<file path="src/hw/lwr_pkg.sv">
package lwr_pkg;

	// ==========================================
	// register map (byte addresses)
	localparam logic [3:0] LWR_OFS_CTRL = 4'h0;
	localparam logic [3:0] LWR_OFS_RESTART = 4'h4;
	localparam logic [3:0] LWR_OFS_STATUS = 4'h8;

	// ==========================================
	// field layout
	localparam int LWR_SEL_W = 3;
	localparam int LWR_CTRL_SEL_LSB = 0;
	localparam int LWR_CTRL_EN_BIT = 4;
	localparam int LWR_CTRL_LOCK_BIT = 5;
	localparam int LWR_STAT_CNT_LSB = 0;
	localparam int LWR_STAT_RUN_BIT = 16;
	localparam int LWR_STAT_LOCK_BIT = 17;

	// ==========================================
	// counter and reset values
	localparam int LWR_CNT_W = 16;
	localparam logic [LWR_SEL_W-1:0] LWR_SEL_RST = 3'h7;
	localparam logic [LWR_CNT_W-1:0] LWR_CNT_RST = 16'h0000;
	localparam logic [31:0] LWR_DATA_ZERO = 32'h0000_0000;
	localparam int LWR_TO_BASE_DEF = 6;

	// ==========================================
	// types
	typedef struct packed {
		logic read;
		logic write;
		logic [3:0] address;
		logic [31:0] writedata;
	} lwr_avs_req_t;

	typedef enum logic [2:0] {
		LWR_ST_OFF = 3'b001,
		LWR_ST_RUN = 3'b010,
		LWR_ST_LOCK = 3'b100
	} lwr_state_t;

	// ==========================================
	// terminal count: 2^(base+sel) ticks per interval
	function automatic logic [LWR_CNT_W-1:0] lwr_term(input logic [LWR_SEL_W-1:0] sel, input int base);
		int sh;
		sh = base + int'(sel);
		return LWR_CNT_W'((32'h1 << sh) - 32'h1);
	endfunction : lwr_term

endpackage : lwr_pkg

</file>
<file path="src/hw/lwr_watchdog.sv">
// What this block does
// [RULE1] the supervisor count advances only on edges of the low-frequency oscillator, not on clk.
// [RULE2] when the count passes its terminal value the block requests a full system reset.
// [RULE3] software has to restart the count before the chosen interval runs out, or the reset follows.
// [RULE4] after any reset the supervisor runs at once with the longest interval selected.
// [RULE5] software can switch counting off, and no overflow reset happens while it is off and unlocked.
// [RULE6] once locked, any attempt to switch the supervisor off is ignored until the next system reset.
// [RULE7] while locked, the interval selection cannot be changed either until a system reset.
// [RULE8] the overflow reset acts only inside the chip and never drives the external reset pin.
// [RULE9] software picks the interval from eight lengths of doubling size.
// [RULE10] a restart clears the count to zero so that a whole interval starts again.
`timescale 1ns/100ps
module lwr_watchdog #(
	parameter int TO_BASE = lwr_pkg::LWR_TO_BASE_DEF
) (
	input wire logic clk,
	input wire logic arst_n,
	input wire logic lfosc_clk,
	input wire lwr_pkg::lwr_avs_req_t avs_req,
	output logic [31:0] avs_readdata,
	output logic avs_waitrequest,
	output logic sys_reset_req
);
	import lwr_pkg::*;

	// ==========================================
	// reset release
	logic rst_s1_r;
	logic rst_n;

	always_ff @(posedge clk or negedge arst_n) begin
		if (!arst_n) begin
			rst_s1_r <= 1'b0;
			rst_n <= 1'b0;
		end else begin
			rst_s1_r <= 1'b1;
			rst_n <= rst_s1_r;
		end
	end

	// ==========================================
	// oscillator edge detect
	logic lf_s1_r;
	logic lf_s2_r;
	logic lf_s3_r;
	logic [2:0] lf_arm_r;
	logic [2:0] lf_arm_nxt;
	logic tick;

	// hold off edges until the delay stage carries a real oscillator sample
	always_comb begin
		lf_arm_nxt = {lf_arm_r[1:0], 1'b1};
	end

	always_ff @(posedge clk or negedge rst_n) begin
		if (!rst_n) begin
			lf_s1_r <= 1'b0;
			lf_s2_r <= 1'b0;
			lf_s3_r <= 1'b0;
			lf_arm_r <= 3'h0;
		end else begin
			lf_s1_r <= lfosc_clk;
			lf_s2_r <= lf_s1_r;
			lf_s3_r <= lf_s2_r;
			lf_arm_r <= lf_arm_nxt;
		end
	end

	assign tick = lf_s2_r & ~lf_s3_r & lf_arm_r[2]; // see [RULE1]

	// ==========================================
	// bus handshake
	logic ack_r;
	logic ack_nxt;
	logic req_any;
	logic acc;
	logic wr_ctrl;
	logic wr_restart;
	logic [LWR_SEL_W-1:0] wsel;
	logic [31:0] rdata_r;
	logic [31:0] rdata_nxt;

	assign req_any = avs_req.read | avs_req.write;
	assign acc = req_any & ack_r;
	assign avs_waitrequest = req_any & ~ack_r;
	assign wr_ctrl = acc & avs_req.write & (avs_req.address == LWR_OFS_CTRL);
	assign wr_restart = acc & avs_req.write & (avs_req.address == LWR_OFS_RESTART);
	assign wsel = avs_req.writedata[LWR_CTRL_SEL_LSB +: LWR_SEL_W];
	assign avs_readdata = rdata_r;

	// ==========================================
	// mode and interval
	lwr_state_t st_r;
	lwr_state_t st_nxt;
	logic [LWR_SEL_W-1:0] sel_r;
	logic [LWR_SEL_W-1:0] sel_nxt;
	logic running;

	assign running = (st_r != LWR_ST_OFF);

	always_comb begin
		st_nxt = st_r;
		sel_nxt = sel_r;
		case (st_r)
			LWR_ST_OFF, LWR_ST_RUN: begin
				if (wr_ctrl) begin
					sel_nxt = wsel; // see [RULE9]
					if (avs_req.writedata[LWR_CTRL_LOCK_BIT]) begin
						st_nxt = LWR_ST_LOCK;
					end else if (avs_req.writedata[LWR_CTRL_EN_BIT]) begin
						st_nxt = LWR_ST_RUN;
					end else begin
						st_nxt = LWR_ST_OFF; // see [RULE5]
					end
				end
			end
			LWR_ST_LOCK: begin
				st_nxt = LWR_ST_LOCK; // see [RULE6] [RULE7]
			end
			default: begin
				st_nxt = LWR_ST_RUN;
			end
		endcase
	end

	// ==========================================
	// counter and overflow
	logic [LWR_CNT_W-1:0] cnt_r;
	logic [LWR_CNT_W-1:0] cnt_nxt;
	logic [LWR_CNT_W-1:0] term;
	logic ovf_r;
	logic ovf_nxt;

	assign term = lwr_term(sel_r, TO_BASE);

	always_comb begin
		cnt_nxt = cnt_r;
		ovf_nxt = 1'b0;
		if (!running || wr_restart) begin
			cnt_nxt = LWR_CNT_RST; // see [RULE10] [RULE5]
		end else if (tick) begin
			if (cnt_r >= term) begin
				cnt_nxt = LWR_CNT_RST;
				ovf_nxt = 1'b1; // see [RULE2] [RULE3]
			end else begin
				cnt_nxt = cnt_r + 16'h0001; // see [RULE1]
			end
		end
	end

	// internal reset request only; no pin drive exists here
	assign sys_reset_req = ovf_r; // see [RULE8]

	// ==========================================
	// read data
	always_comb begin
		rdata_nxt = rdata_r;
		ack_nxt = req_any & ~ack_r;
		if (avs_req.read && !ack_r) begin
			rdata_nxt = LWR_DATA_ZERO;
			case (avs_req.address)
				LWR_OFS_CTRL: begin
					rdata_nxt[LWR_CTRL_SEL_LSB +: LWR_SEL_W] = sel_r;
					rdata_nxt[LWR_CTRL_EN_BIT] = running;
					rdata_nxt[LWR_CTRL_LOCK_BIT] = (st_r == LWR_ST_LOCK);
				end
				LWR_OFS_STATUS: begin
					rdata_nxt[LWR_STAT_CNT_LSB +: LWR_CNT_W] = cnt_r;
					rdata_nxt[LWR_STAT_RUN_BIT] = running;
					rdata_nxt[LWR_STAT_LOCK_BIT] = (st_r == LWR_ST_LOCK);
				end
				default: begin
					rdata_nxt = LWR_DATA_ZERO;
				end
			endcase
		end
	end

	// ==========================================
	// state registers
	always_ff @(posedge clk or negedge rst_n) begin
		if (!rst_n) begin
			st_r <= LWR_ST_RUN; // see [RULE4]
			sel_r <= LWR_SEL_RST; // see [RULE4]
			cnt_r <= LWR_CNT_RST;
			ovf_r <= 1'b0;
			ack_r <= 1'b0;
			rdata_r <= LWR_DATA_ZERO;
		end else begin
			st_r <= st_nxt;
			sel_r <= sel_nxt;
			cnt_r <= cnt_nxt;
			ovf_r <= ovf_nxt;
			ack_r <= ack_nxt;
			rdata_r <= rdata_nxt;
		end
	end

	// ==========================================
	// assertions
	property p_ovf_fires;
		@(posedge clk) disable iff (!rst_n)
		(running && tick && !wr_restart && cnt_r >= term) |=> (sys_reset_req && cnt_r == LWR_CNT_RST);
	endproperty
	a_ovf_fires: assert property (p_ovf_fires) else $error("overflow did not request reset"); // see [RULE2]

	property p_restart_clears;
		@(posedge clk) disable iff (!rst_n)
		wr_restart |=> (cnt_r == LWR_CNT_RST && !sys_reset_req);
	endproperty
	a_restart_clears: assert property (p_restart_clears) else $error("restart did not clear count"); // see [RULE10]

	property p_off_no_reset;
		@(posedge clk) disable iff (!rst_n)
		(st_r == LWR_ST_OFF) |=> !sys_reset_req;
	endproperty
	a_off_no_reset: assert property (p_off_no_reset) else $error("reset while disabled"); // see [RULE5]

	property p_lock_holds;
		@(posedge clk) disable iff (!rst_n)
		(st_r == LWR_ST_LOCK) |=> (st_r == LWR_ST_LOCK);
	endproperty
	a_lock_holds: assert property (p_lock_holds) else $error("lock left without reset"); // see [RULE6]

	property p_lock_sel;
		@(posedge clk) disable iff (!rst_n)
		(st_r == LWR_ST_LOCK) |=> $stable(sel_r);
	endproperty
	a_lock_sel: assert property (p_lock_sel) else $error("interval changed while locked"); // see [RULE7]

	property p_lf_only;
		@(posedge clk) disable iff (!rst_n)
		(running && !tick && !wr_restart) |=> $stable(cnt_r);
	endproperty
	a_lf_only: assert property (p_lf_only) else $error("count moved without oscillator edge"); // see [RULE1]

	property p_reset_default;
		@(posedge clk)
		$rose(rst_n) |-> (st_r == LWR_ST_RUN && sel_r == LWR_SEL_RST && cnt_r == LWR_CNT_RST);
	endproperty
	a_reset_default: assert property (p_reset_default) else $error("bad state after reset"); // see [RULE4]

	property p_sel_write;
		@(posedge clk) disable iff (!rst_n)
		(wr_ctrl && st_r != LWR_ST_LOCK) |=> (sel_r == $past(wsel));
	endproperty
	a_sel_write: assert property (p_sel_write) else $error("interval write lost"); // see [RULE9]

	property p_one_wait;
		@(posedge clk) disable iff (!rst_n)
		(req_any && !ack_r) |-> avs_waitrequest ##1 (!req_any || !avs_waitrequest);
	endproperty
	a_one_wait: assert property (p_one_wait) else $error("waitrequest not one cycle");

	property p_pulse_one;
		@(posedge clk) disable iff (!rst_n)
		sys_reset_req |=> !sys_reset_req;
	endproperty
	a_pulse_one: assert property (p_pulse_one) else $error("reset request longer than one cycle"); // see [RULE2]

	property p_ovf_tick;
		@(posedge clk) disable iff (!rst_n)
		sys_reset_req |-> $past(tick);
	endproperty
	a_ovf_tick: assert property (p_ovf_tick) else $error("overflow without oscillator edge"); // see [RULE1]

	property p_count_step;
		@(posedge clk) disable iff (!rst_n)
		(running && tick && !wr_restart && cnt_r < term) |=> (cnt_r == $past(cnt_r) + 16'h0001);
	endproperty
	a_count_step: assert property (p_count_step) else $error("count did not step on edge"); // see [RULE1]

	property p_off_cnt;
		@(posedge clk) disable iff (!rst_n)
		(st_r == LWR_ST_OFF) |=> (cnt_r == LWR_CNT_RST);
	endproperty
	a_off_cnt: assert property (p_off_cnt) else $error("count moved while disabled"); // see [RULE5]

	property p_disable_write;
		@(posedge clk) disable iff (!rst_n)
		(wr_ctrl && st_r != LWR_ST_LOCK && !avs_req.writedata[LWR_CTRL_LOCK_BIT]
			&& !avs_req.writedata[LWR_CTRL_EN_BIT]) |=> (st_r == LWR_ST_OFF);
	endproperty
	a_disable_write: assert property (p_disable_write) else $error("disable write lost"); // see [RULE5]

	property p_enable_write;
		@(posedge clk) disable iff (!rst_n)
		(wr_ctrl && st_r != LWR_ST_LOCK && !avs_req.writedata[LWR_CTRL_LOCK_BIT]
			&& avs_req.writedata[LWR_CTRL_EN_BIT]) |=> (st_r == LWR_ST_RUN);
	endproperty
	a_enable_write: assert property (p_enable_write) else $error("enable write lost"); // see [RULE5]

	property p_lock_disable;
		@(posedge clk) disable iff (!rst_n)
		(st_r == LWR_ST_LOCK && wr_ctrl) |=> running;
	endproperty
	a_lock_disable: assert property (p_lock_disable) else $error("disabled while locked"); // see [RULE6]

	property p_rd_hold;
		@(posedge clk) disable iff (!rst_n)
		!(avs_req.read && !ack_r) |=> $stable(avs_readdata);
	endproperty
	a_rd_hold: assert property (p_rd_hold) else $error("read data changed without a read");

	property p_ack_drop;
		@(posedge clk) disable iff (!rst_n)
		acc |=> !ack_r;
	endproperty
	a_ack_drop: assert property (p_ack_drop) else $error("acknowledge held past one transfer");

endmodule : lwr_watchdog

</file>
<file path="config.mk">
export PLATFORM = sky130hd
export DESIGN_NAME = lwr_watchdog
export DESIGN_NICKNAME = d
export VERILOG_FILES = /design/src/hw/lwr_pkg.sv /design/src/hw/lwr_watchdog.sv
export SDC_FILE = /design/constraint.sdc
export NUM_CORES = 1
export LEC_CHECK = 0
export BUFFER_PORTS_ARGS = -buffer_cell sky130_fd_sc_hd__buf_4
export CAP_MARGIN = 20
export CORE_ASPECT_RATIO = 1.2
export CORE_MARGIN = 2
export CORE_UTILIZATION = 45
export DETAILED_ROUTE_END_ITERATION = 10
export GPL_ROUTABILITY_DRIVEN = 0
export HOLD_SLACK_MARGIN = 0.02
export PLACE_DENSITY = 0.72
export SYNTH_ARGS = -nofsm -noshare
export SYNTH_HDL_FRONTEND = slang
export SYNTH_SLANG_ARGS = --single-unit
export TNS_END_PERCENT = 50
</file>
<file path="constraint.sdc">
create_clock -name clk -period 1.8 [get_ports clk]
set_input_delay 0.09 -clock clk [delete_from_list [all_inputs] [get_ports clk]]
set_output_delay 0.09 -clock clk [all_outputs]
set_load 0.02 [all_outputs]
</file>
==> metrics.md, run 1 <==
| Metric | Value |
|---|---|
| Status | `finished with violations` |
| Failing checks | `setup timing` |
| Comb power frac | `~36%` |
| Sw Share | `~33%` |
| Slowest stage cell, crit path | `dfstp_2` |
| Share of layout cells above drive strength 1 | `37.60%` |
| GR Util met2 | `between 30% and 40%` |
| Power density over the cells | `between 800 and 900 mW/mm^2` |
| Critical path required time | `a little over 2 ns` |
| Die Span Y | `just over 90 um` |
| Fmax achieved | `approximately 0.38 GHz` |
| Worst vdd ir | `roughly 0.47 mV` |
| Clk root buf | `clkbuf_8` |
| Most frequent cells in the layout | `buf_4 (86), dfrtp_1 (45), nand2_1 (42)` |
| Final worst setup slack | `-0.8430 ns` |
| Seq cells post-synth | `50` |
| Clock slew at reported path FFs | `0.09 ns` |
| Filler instances | `approximately 530` |
| CTS tree | `done` |
| Final net count | `453` |
| WS Path Type | `register to register` |
| Final wirelength | `slightly below 7000 um` |
| Pre-CTS WS | `-0.8279 ns` |
| Seq/Total Area, Yosys | `roughly 43%` |
| Critical-path cell list | `inv_4 -> ha_4 -> nor3b_4 -> xnor2_1 -> nand2b_1 -> ha_1 -> nand2_2 -> o21ai_2 -> a211oi_4 -> buf_6 -> a41oi_2 -> mux2i_1` |
| CP Capture Type | `register` |
| Hold WC Path Type | `input pin to register` |
| Met1 usage | `a little under a quarter` |
| Design Area, Final | `between 0.003 and 0.004 mm^2` |
| Antenna violations before repair | `0` |
| Via count | `2482` |
| Syn_area_per_cell | `~9.9 um^2` |
| Global route total overflow | `0` |
| Largest net degree at the start of global routing | `37` |
| Post-Syn Area | `just under 0.003 mm^2` |
| GRT Overall Usage | `approximately a fifth` |
| Fin. Hold Viols | `0` |
| Clock tree buffer depth | `2` |
| Least-Margin Pin Slew | `approximately 0.50 ns` |
| Slew HR | `about 67%` |
| Synthesis-to-layout area growth | `35.39%` |
| Sequential share of power | `about two fifths` |
| Max Slew Vio Count | `0` |
| Sequential cell area | `approximately 0.0013 mm^2` |
| Core ar. | `around 0.0064 mm^2` |
| Arr. time, crit path | `between 2 and 3 ns` |
| Met3 Use GR | `around 1.8%` |
| Fin crit share | `146.8%` |
| 1st-pass router iterations | `6` |
| Max FO, Critical Path | `7` |
| Tot Pwr | `about 0.0033 W` |
| I/O Buffers | `33` |
| Busiest layer in global routing | `met2` |
| Die width | `77.71 um` |
| Multi-input gate area | `0.001703 mm^2` |
| Unrepaired setup endpoints after global routing | `true` |
| Synth area leaders | `dfrtp_1 (39%), ha_1 (9.4%), nand2_1 (5.5%), o21ai_0 (4.1%), buf_4 (4.1%)` |
| Worst setup SP type | `register` |
| H-tree Lvls | `2` |
| Syn. warnings | `0` |
| Placement Cell Area | `between 0.003 and 0.004 mm^2` |
| Setup violations, final | `17` |
| Pint | `0.002220 W` |
| Vias per std cell | `roughly 5.2` |
| Worst path max stage delay | `0.57 ns` |
| Yosys top cell area share | `slightly below 40%` |
| CTS Buf Count | `5` |
| Fin crit period | `2.643 ns` |
| Final HPWL DP | `around 5000 um` |
| DRT iter0 DRCs | `approximately 140` |
| First-pass GRT wire length | `11360 um` |
| Die ar. | `approximately 0.0072 mm^2` |
| Post-synth cell types | `47` |
| Area leader, netlist | `dfrtp_1` |
| Antenna viol nets, final | `0` |
| Top Ports | `75` |
| Max-Cap Viols | `0` |
| Leak pwr | `between 1.5 and 2 nW` |
| Initial cell density of the core | `approximately 46%` |
| Cell row count | `32` |
| Commonest non-fill, non-tap cell in the layout | `buf_4` |
| Worst-Skew Late Latency | `0.31 ns` |
| WL/cell | `roughly 14 um` |
| Vias in the first global route | `about 2400` |
| Setup Skew | `between 0.004 and 0.005 ns` |
| CTS sink count | `50` |
| Part of the power in the clock network | `about a quarter` |
| Antenna Cells | `0` |
| P_sw | `about 0.0011 W` |
| Gate Count Post-Synth | `just under 300` |
| # DRC | `0` |
[cell families (layout without fill, tap and decap cells)]
logic type      Yosys count  in the layout  synth area share (%)
simple gates            122            122                 23.92
compound gates           54             54                 11.77
flops                    50             50                 42.81
buf+inv                  29            108                 6.269
fa+ha+maj                22             22                 9.382
xor+xnor                 15             15                 4.478
mux                       3              3                 1.109
other cells               2             17                0.2560
[area by class of cell]
class / count / share of cell area [%]
clock buffer: 5 / 1.732
multi-input combinational: 233 / 42.87
timing repair buffer: 96 / 19.34
inverter: 4 / 0.5039
sequential: 50 / 31.65
clock inverter: 3 / 1.228
tap: 85 / 2.677
[sequential cells by signal, summed over array words and instances (netlist names)]
name	count
ack_r	1
rst_n	1
lf_s3_r	1
lf_arm_r	3
sys_reset_req	1
rst_s1_r	1
cnt_r	16
sel_r	3
lf_s2_r	1
avs_readdata	18
st_r	3
lf_s1_r	1
[power groups by stage]
stage,Sequential (W),Clock [W],Combinational [W]
finish,0.00130,0.000821,0.00117
global route,0.00131,0.000885,0.00129
detailed placement,0.00131,0,0.00104
CTS,0.00130,0.000843,0.00115
global placement,0.00131,0,0.00100
floorplan,0.00134,0,0.000616
[metrics by stage]
stage / setup TNS, ns / std cells / hold WS (ns) / util [%]
finish: -13.30 / 476 / 0.03901 / 62.40
global route: -16.16 / 476 / 0.05388 / 62.40
CTS: -13.32 / 474 / 0.03244 / 62.11
detailed placement: -13.07 / 453 / -0.1253 / 57.57
global placement: -11.95 / 453 / -0.1272 / 57.57
floorplan: -13.16 / 312 / -0.2056 / -
[layer usage]
metal	up-vias	part of all wire [%]
li1	1211	-
met3	11	3.4
met4	0	2.2
met2	68	53
met1	1192	41
met5	-	0
[critical path, delay by kind of cell (launching register included)]
family / cells / cell delay [ns]
muxes: 1 / 0.21
adders and majority gates: 2 / 0.59
DFF: 1 / 0.57
and+or+nand+nor: 3 / 0.35
AOI/OAI and AO/OA: 3 / 0.48
buffers and inverters: 2 / 0.22
xor gates and xnor gates: 1 / 0.13
[what timing repair did]
action	in CTS	in global routing
gates resized for setup	13	2
endpoints found under the hold margin	7	0
pin swaps	15	9
setup endpoints to repair	17	17
hold buffers	6	0
buffers inserted	7	2
[final timing paths]
| check | from | endpoint | slack (ns) | depth (start not counted) |
|---|---|---|---|---|
| max in group asynchronous | rst_n | cnt_r[11] | 1.07 | 1 |
| setup reg to reg | sel_r[1] | cnt_r[13] | -0.84 | 12 |
| hold / removal | avs_req[4] | st_r[0] | 0.04 | 3 |
| min in group asynchronous | arst_n | rst_n | 0.09 | 2 |
| setup / recovery | sel_r[1] | cnt_r[13] | -0.84 | 12 |
| hold reg to reg | rst_n | lf_arm_r[0] | 0.22 | 0 |
[cell usage after synthesis (all sizes together)]
cell and n:
nor4b 2, a21o 1, and4 7, nor3b 2, inv 4, dfrtp 46, a211oi 3, o21a 3
a22oi 5, nor4 2, mux2i 1, or3b 1, and3 2, or3 2, nand4 11, clkbuf 7
o21ai 25, a21boi 2, xnor2 7, conb 2, a41oi 1, buf 18, a21oi 9, or4b 1
xor2 8, ha 22, nand3 9, nor2 8, and2 3, mux2 2, a22o 1, nor3 18
nand3b 1, and4bb 1, dfstp 4, o211a 1, nand2b 6, o211ai 3, nor2b 3, nand2 43
(Power assumes the default switching activity.)
==> run 2: changes to the inputs <==
Settings changed: ABC_AREA from default to 1, PLACE_DENSITY 0.72 to 0.73.
==> run 2 against run 1 <==
- the run still ends with setup timing left
- clock power down 21%
- combinational power is 9% lower
- final cell count increased by 7.1%
- largest cell class unchanged
==> metrics.md, run 2 <==
| Metric | Value |
|---|---|
| Status | `finished with violations` |
| Failing checks | `setup timing` |
| Final net count | `around 490` |
| Critical-path cell list | `inv_4 -> ha_4 -> inv_4 -> nand3_2 -> nor2_2 -> xnor2_1 -> ha_1 -> nand2_2 -> nor2_2 -> nand2_1 -> nor2_2 -> a21oi_4 -> buf_12 -> buf_4 -> nor3_4` |
| WS Path Type | `register to register` |
| Fin crit period | `between 2 and 2.5 ns` |
| Final worst setup slack | `-0.6219 ns` |
| Setup Skew | `just under 0.006 ns` |
| Worst-Skew Late Latency | `around 0.3 ns` |
| Initial cell density of the core | `~46%` |
| GRT Overall Usage | `about a fifth` |
| Final Util | `59.00%` |
| I/O Buffers | `33` |
| Die ar. | `between 0.007 and 0.008 mm^2` |
| Largest net degree at the start of global routing | `around 50` |
| First-pass GRT wire length | `11370 um` |
| CTS sink count | `50` |
| Leak pwr | `1.910 nW` |
| Setup violations, final | `17` |
| Seq cells post-synth | `50` |
| Most used cell, CP | `nor2_2` |
| DRT iter0 DRCs | `157` |
| Via count | `between 2000 and 3000` |
| CP top delay family | `simple AND/OR/NAND/NOR gates` |
| Critical path required time | `roughly 2.0 ns` |
| Worst setup SP type | `register` |
| Least-Margin Pin Slew | `slightly below 0.6 ns` |
| Clock tree buffer depth | `2` |
| Cell row count | `32` |
| Vias in the first global route | `between 2000 and 3000` |
| Clock slew at reported path FFs | `0.09 ns` |
| CP Buf/Inv Count | `4` |
| Final HPWL DP | `5077 um` |
| Die width | `77.40 um` |
| Max FO, Critical Path | `8` |
| Seq/Total Area, Yosys | `between 40% and 50%` |
| Hold WC Path Type | `input pin to register` |
| Syn. warnings | `0` |
| Share of layout cells above drive strength 1 | `approximately 28%` |
| H-tree Lvls | `2` |
| Area leader, netlist | `dfrtp_1` |
| Synth area leaders | `dfrtp_1 (40%), nand2_1 (11%), ha_1 (9.5%), nor2_1 (4.5%), inv_1 (4.3%)` |
| Max Slew Vio Count | `0` |
| Die Span Y | `~92 um` |
| WL/cell | `~13 um` |
| Most common flop cell mapped by yosys | `dfrtp_1` |
| Ys async rst share | `100.0%` |
| Synthesis-to-layout area growth | `28.30%` |
| Final wirelength | `around 6700 um` |
| Unrepaired setup endpoints after global routing | `true` |
| Sequential cell area | `approximately 0.0013 mm^2` |
| Top Ports | `75` |
| Arr. time, crit path | `2.66 ns` |
| Antenna violations before repair | `0` |
| Gate Count Post-Synth | `approximately 350` |
| Most frequent cell after synthesis | `nand2_1` |
| Clk root buf | `clkbuf_8` |
| Syn_area_per_cell | `approximately 8.4 um^2` |
| Worst vdd ir | `between 0.4 and 0.5 mV` |
| Global route total overflow | `0` |
| Vias per std cell | `roughly 5.0` |
| CP Capture Type | `register` |
| Core ar. | `about 0.0063 mm^2` |
| Max FFs per register | `18` |
| Most frequent cells in the layout | `nand2_1 (81), buf_4 (66), dfrtp_1 (45)` |
| Commonest cells in the netlist | `nand2_1 (84), dfrtp_1 (46), nor2_1 (35)` |
| Slew HR | `60.51%` |
| CTS tree | `done` |
| Antenna Cells | `0` |
| Post-synth cell types | `35` |
| # DRC | `0` |
| Yosys top cell area share | `approximately two fifths` |
| CTS Buf Count | `5` |
| Fmax achieved | `between 0.4 and 0.5 GHz` |
| Commonest non-fill, non-tap cell in the layout | `nand2_1` |
| Max-Cap Viols | `0` |
| Fin. Hold Viols | `0` |
| Power density over the cells | `~820 mW/mm^2` |
| Pre-CTS WS | `-0.6690 ns` |
| Multi-input gate area | `approximately 0.0016 mm^2` |
| Worst path max stage delay | `0.56 ns` |
| Post-synth EDFFs | `0` |
| Filler instances | `~590` |
| Slowest stage cell, crit path | `dfstp_2` |
| Antenna viol nets, final | `0` |
| 1st-pass router iterations | `4` |
| Post-Syn Area | `0.002909 mm^2` |
| Fin crit share | `134.6%` |
==> run 2: cell count changes in the layout (fill, tap and decap cells not counted), sizes merged, moves of 5 or more <==
cell and change:
a21oi +11, a22o +7, and4 -7, buf -23, inv +30, nand2 +43
nand2b -6, nand3 +5, nor2 +31, nor3 -15, o21ai -10, xnor2 -5
==> run 2: cell type report <==
| cell class | instances | area share [%] |
|---|---|---|
| Inverter | 36 | 3.822 |
| Multi-Input combinational cell | 257 | 41.64 |
| Timing Repair Buffer | 74 | 15.69 |
| Tap cell | 85 | 2.849 |
| Clock buffer | 6 | 1.944 |
| Clock inverter | 2 | 0.3688 |
| Sequential cell | 50 | 33.69 |
==> run 2: cell families (layout without fill, tap and decap cells) <==
family | Yosys count | count (layout) | share of synthesized area [%]
buffers and inverters | 54 | 118 | 9.419
adders and majority gates | 22 | 22 | 9.462
AOI/OAI and AO/OA | 51 | 51 | 11.10
other | 2 | 17 | 0.2582
DFF | 50 | 50 | 43.18
xor gates and xnor gates | 13 | 13 | 3.914
and+or+nand+nor | 153 | 154 | 22.67
==> run 2: final timing paths <==
check	to	slack, ns	startpoint	depth (start not counted)
worst max-delay path	sys_reset_req	-0.62	sel_r[1]	15
worst min-delay path	ack_r	0.05	avs_req[37]	3
worst max register to register	sys_reset_req	-0.62	sel_r[1]	15
worst min register to register	lf_arm_r[1]	0.35	lf_arm_r[0]	0
max in group asynchronous	cnt_r[7]	1.04	rst_n	1
min in group asynchronous	rst_n	0.09	arst_n	2
==> run 2: metal layers <==
metal	share of wire, %	track usage [%]	vias up
met5	0	0	-
met4	3.6	9.821	0
met3	3.8	3.051	22
met2	50	35.72	71
met1	43	23.92	1218
li1	-	-	1252
==> run 2: report_power, final <==
part           switching (W)  leakage (nW)  internal, W  total, W
Clock               0.000375        0.0452     0.000275  0.000650
Combinational       0.000604          1.21     0.000467   0.00107
Sequential         0.0000949         0.654      0.00125   0.00135
==> run 2: per-stage QoR <==
stage | area, um^2 | TNS (ns) | total power (W) | std cells | hold WS [ns]
global placement | 3472 | -9.043 | 0.002311 | 492 | -0.1273
finish | 3732 | -10.24 | 0.003069 | 510 | 0.04882
floorplan | 3015 | -7.775 | 0.002005 | 360 | -0.2056
global route | 3732 | -11.92 | 0.003276 | 510 | 0.08246
detailed placement | 3472 | -10.37 | 0.002359 | 492 | -0.1269
CTS | 3694 | -9.839 | 0.003073 | 510 | 0.04787
==> run 2: tightest hold or removal path, stage by stage <==
cell    delay, ns
buf_4        0.08
nor2_1       0.03
nor2_1       0.11
==> run 2: repair_timing <==
action                     in CTS  in global routing
setup buffers                   2                  1
resized for setup              12                 10
cloned                          1                  0
hold endpoints to repair        7                  0
setup endpoints to repair      17                 17
hold buffers                    7                  0
pin swaps                      10                 15
==> run 3: changes to the inputs <==
--- a/config.mk
+++ b/config.mk
@@ -10,5 +10,5 @@
 export CAP_MARGIN = 20
 export CORE_ASPECT_RATIO = 1.2
-export CORE_MARGIN = 2
+export CORE_MARGIN = 1.5
 export CORE_UTILIZATION = 45
 export DETAILED_ROUTE_END_ITERATION = 10
==> constraint.sdc (replaced) <==
create_clock -name clk -period 1.8 [get_ports clk]
set_input_delay 0.09 -clock clk [delete_from_list [all_inputs] [get_ports clk]]
set_output_delay 0.09 -clock clk [all_outputs]
set_load 0.01 [all_outputs]
==> run 3 against run 2 <==
- the flow still finishes with violations (setup timing)
- sequential share of layout area fell by 0.68 points
- routed wire length up 1.7%
- core utilization rose by 3.1 points
- global-route usage grew 0.16 points
- via count grew 0.94%
- clock power is 21% higher
- sequential power hardly changed
- fmax shrank 1.0%
- critical path type unchanged
- largest cell class unchanged
==> metrics.md, run 3 (same netlist as run 2, synthesis figures left out) <==
| Metric | Value |
|---|---|
| Clock tree buffer depth | `2` |
| Hold Path Stages | `3` |
| Critical hold path startpoint | `avs_req[1]` |
| Vias in the first global route | `about 2500` |
| Die ar. | `slightly below 0.007 mm^2` |
| Largest net degree at the start of global routing | `49` |
| Busiest layer in global routing | `met2` |
| CP startpoint | `sel_r[1]` |
| Commonest non-fill, non-tap cell in the layout | `nand2_1` |
| Inst Count DP | `a little under 500` |
| Leak pwr | `1.929 nW` |
| Most frequent cells in the layout | `nand2_1 (79), buf_4 (67), dfrtp_1 (45)` |
| Global route total overflow | `0` |
| Die Span Y | `just over 90 um` |
| Most used cell, CP | `nand2_1` |
| CP top delay family | `adder cells` |
| Die width | `roughly 76 um` |
| Sw Share | `between 30 and 40%` |
| Unrepaired setup endpoints after global routing | `true` |
| # DRC | `0` |
| I/O Buffers | `33` |
| Setup violations, final | `17` |
| Met1 usage | `between 20% and 30%` |
| Filler instances | `~550` |
| Critical path required time | `around 2.0 ns` |
| Max FO, Critical Path | `6` |
| Final net count | `roughly 490` |
| Arr. time, crit path | `between 2 and 3 ns` |
| CP Buf/Inv Count | `3` |
| CTS sink count | `50` |
| Setup Skew | `~0.0096 ns` |
| Least-Margin Pin Slew | `around 0.58 ns` |
| Comb power frac | `around a third` |
| Crit. path cell count | `16` |
| Power density over the cells | `865.5 mW/mm^2` |
| Share of layout cells above drive strength 1 | `between 30% and 40%` |
| Fin. Hold Viols | `0` |
| Final HPWL DP | `roughly 5000 um` |
| WS Path Type | `register to register` |
| Non-Filler Instances | `508` |
| Antenna Cells | `0` |
| Pre-CTS WS | `-0.6505 ns` |
| Worst-Skew Late Latency | `about 0.30 ns` |
| Max-Cap Viols | `0` |
| P_sw | `between 0.001 and 0.0015 W` |
| Worst path max stage delay | `0.56 ns` |
| Antenna violations before repair | `0` |
| Fin crit period | `roughly 2.4 ns` |
| Met3 Use GR | `under 10%` |
| GR Util met2 | `between 30 and 40%` |
| R2R depth | `16` |
| Sequential share of power | `41.1%` |
| DRT iter0 DRCs | `around 210` |
| Worst setup SP type | `register` |
| Top Ports | `75` |
| FF-to-FF Start | `sel_r[1]` |
| Cell row count | `31` |
| Core ar. | `between 0.006 and 0.007 mm^2` |
| CTS tree | `done` |
| Pint | `0.002187 W` |
| Max Slew Vio Count | `0` |
| Clk root buf | `clkbuf_8` |
| CTS Buf Count | `5` |
| Synthesis-to-layout area growth | `30.92%` |
| First-pass GRT wire length | `approximately 11000 um` |
| Part of the power in the clock network | `23.9%` |
| Slew HR | `61.07%` |
| Final worst setup slack | `-0.6464 ns` |
| CP Capture Type | `register` |
| 1st-pass router iterations | `4` |
| Fin crit share | `135.9%` |
| Hold WC Path Type | `input pin to register` |
| Critical-path cell list | `inv_4 -> ha_4 -> nand4_1 -> o21ai_1 -> o21ai_1 -> ha_1 -> nand2_1 -> inv_1 -> nand2_1 -> nand2_1 -> nand2_1 -> nand2_2 -> a21oi_4 -> buf_6 -> nand2_2 -> o21ai_2` |
| Antenna viol nets, final | `0` |
| Slowest stage cell, crit path | `dfstp_2` |
| Flop2flop setup slack | `-0.65 ns` |
| H-tree Lvls | `2` |
| Clock slew at reported path FFs | `0.09 ns` |
| Vias per std cell | `between 5 and 6` |
| Max FFs per register | `18` |
| Failing checks | `setup timing` |
| Final wirelength | `between 6000 and 7000 um` |
| Fmax achieved | `between 0.4 and 0.5 GHz` |
| Via count | `approximately 2600` |
| WL/cell | `13.39 um` |
| Initial cell density of the core | `a little under half` |
| Worst vdd ir | `between 0.5 and 0.6 mV` |
| Status | `finished with violations` |
| GRT Overall Usage | `between 20% and 30%` |
[run 3: power groups by stage]
stage / clock network (W) / logic, W / registers (W)
after global routing: 0.000852 / 0.00128 / 0.00137
after global placement: 0 / 0.000927 / 0.00136
after detailed placement: 0 / 0.000956 / 0.00137
after floorplan: 0 / 0.000589 / 0.00139
final: 0.000787 / 0.00115 / 0.00136
after CTS: 0.000805 / 0.00109 / 0.00135
[run 3: worst min-delay path, stage by stage]
cell and delay (ns):
buf_4 0.11, nor2_1 0.09, a21oi_1 0.05
[run 3: repair_timing]
action / CTS / global route
hold buffers: 5 / 0
cloned: 1 / 0
resized for setup: 27 / 11
setup endpoints to repair: 17 / 17
buffers inserted: 6 / 0
pin swaps: 24 / 2
endpoints found under the hold margin: 5 / 0
[run 3: layer usage]
layer	share of wire [%]	wire, um	vias up
li1	-	-	1258
met1	42	2870	1248
met2	52	3548	66
met3	3.4	229	15
met4	2.3	154	0
met5	0	0	-
[run 3: area by class of cell]
type | count | area [um^2] | area share (%)
Inverter | 36 | 145.1 | 3.811
Clock buffer | 6 | 72.57 | 1.905
Sequential cell | 50 | 1257 | 33.02
Tap cell | 82 | 102.6 | 2.694
Multi-Input combinational cell | 257 | 1607 | 42.18
Timing Repair Buffer | 75 | 586.8 | 15.41
Clock inverter | 2 | 37.54 | 0.9855
[run 3: stage by stage]
step	instance area (um^2)	hold WS [ns]	utilization [%]	TNS [ns]	total power [W]
after floorplan	3015	-0.2056	-	-7.775	0.001979
after global placement	3461	-0.1276	56.47	-9.186	0.002290
after detailed placement	3461	-0.1268	56.47	-10.35	0.002324
after CTS	3762	0.02918	61.39	-9.588	0.003244
after global routing	3809	0.06095	62.15	-13.17	0.003509
final	3809	0.03309	62.15	-10.38	0.003296
[run 3: final timing paths]
| kind | end |
|---|---|
| min reg2reg | lf_arm_r[0] |
| min in group asynchronous | rst_n |
| max | cnt_r[13] |
| max reg2reg | cnt_r[13] |
| min | sel_r[1] |
| max in group asynchronous | cnt_r[2] |
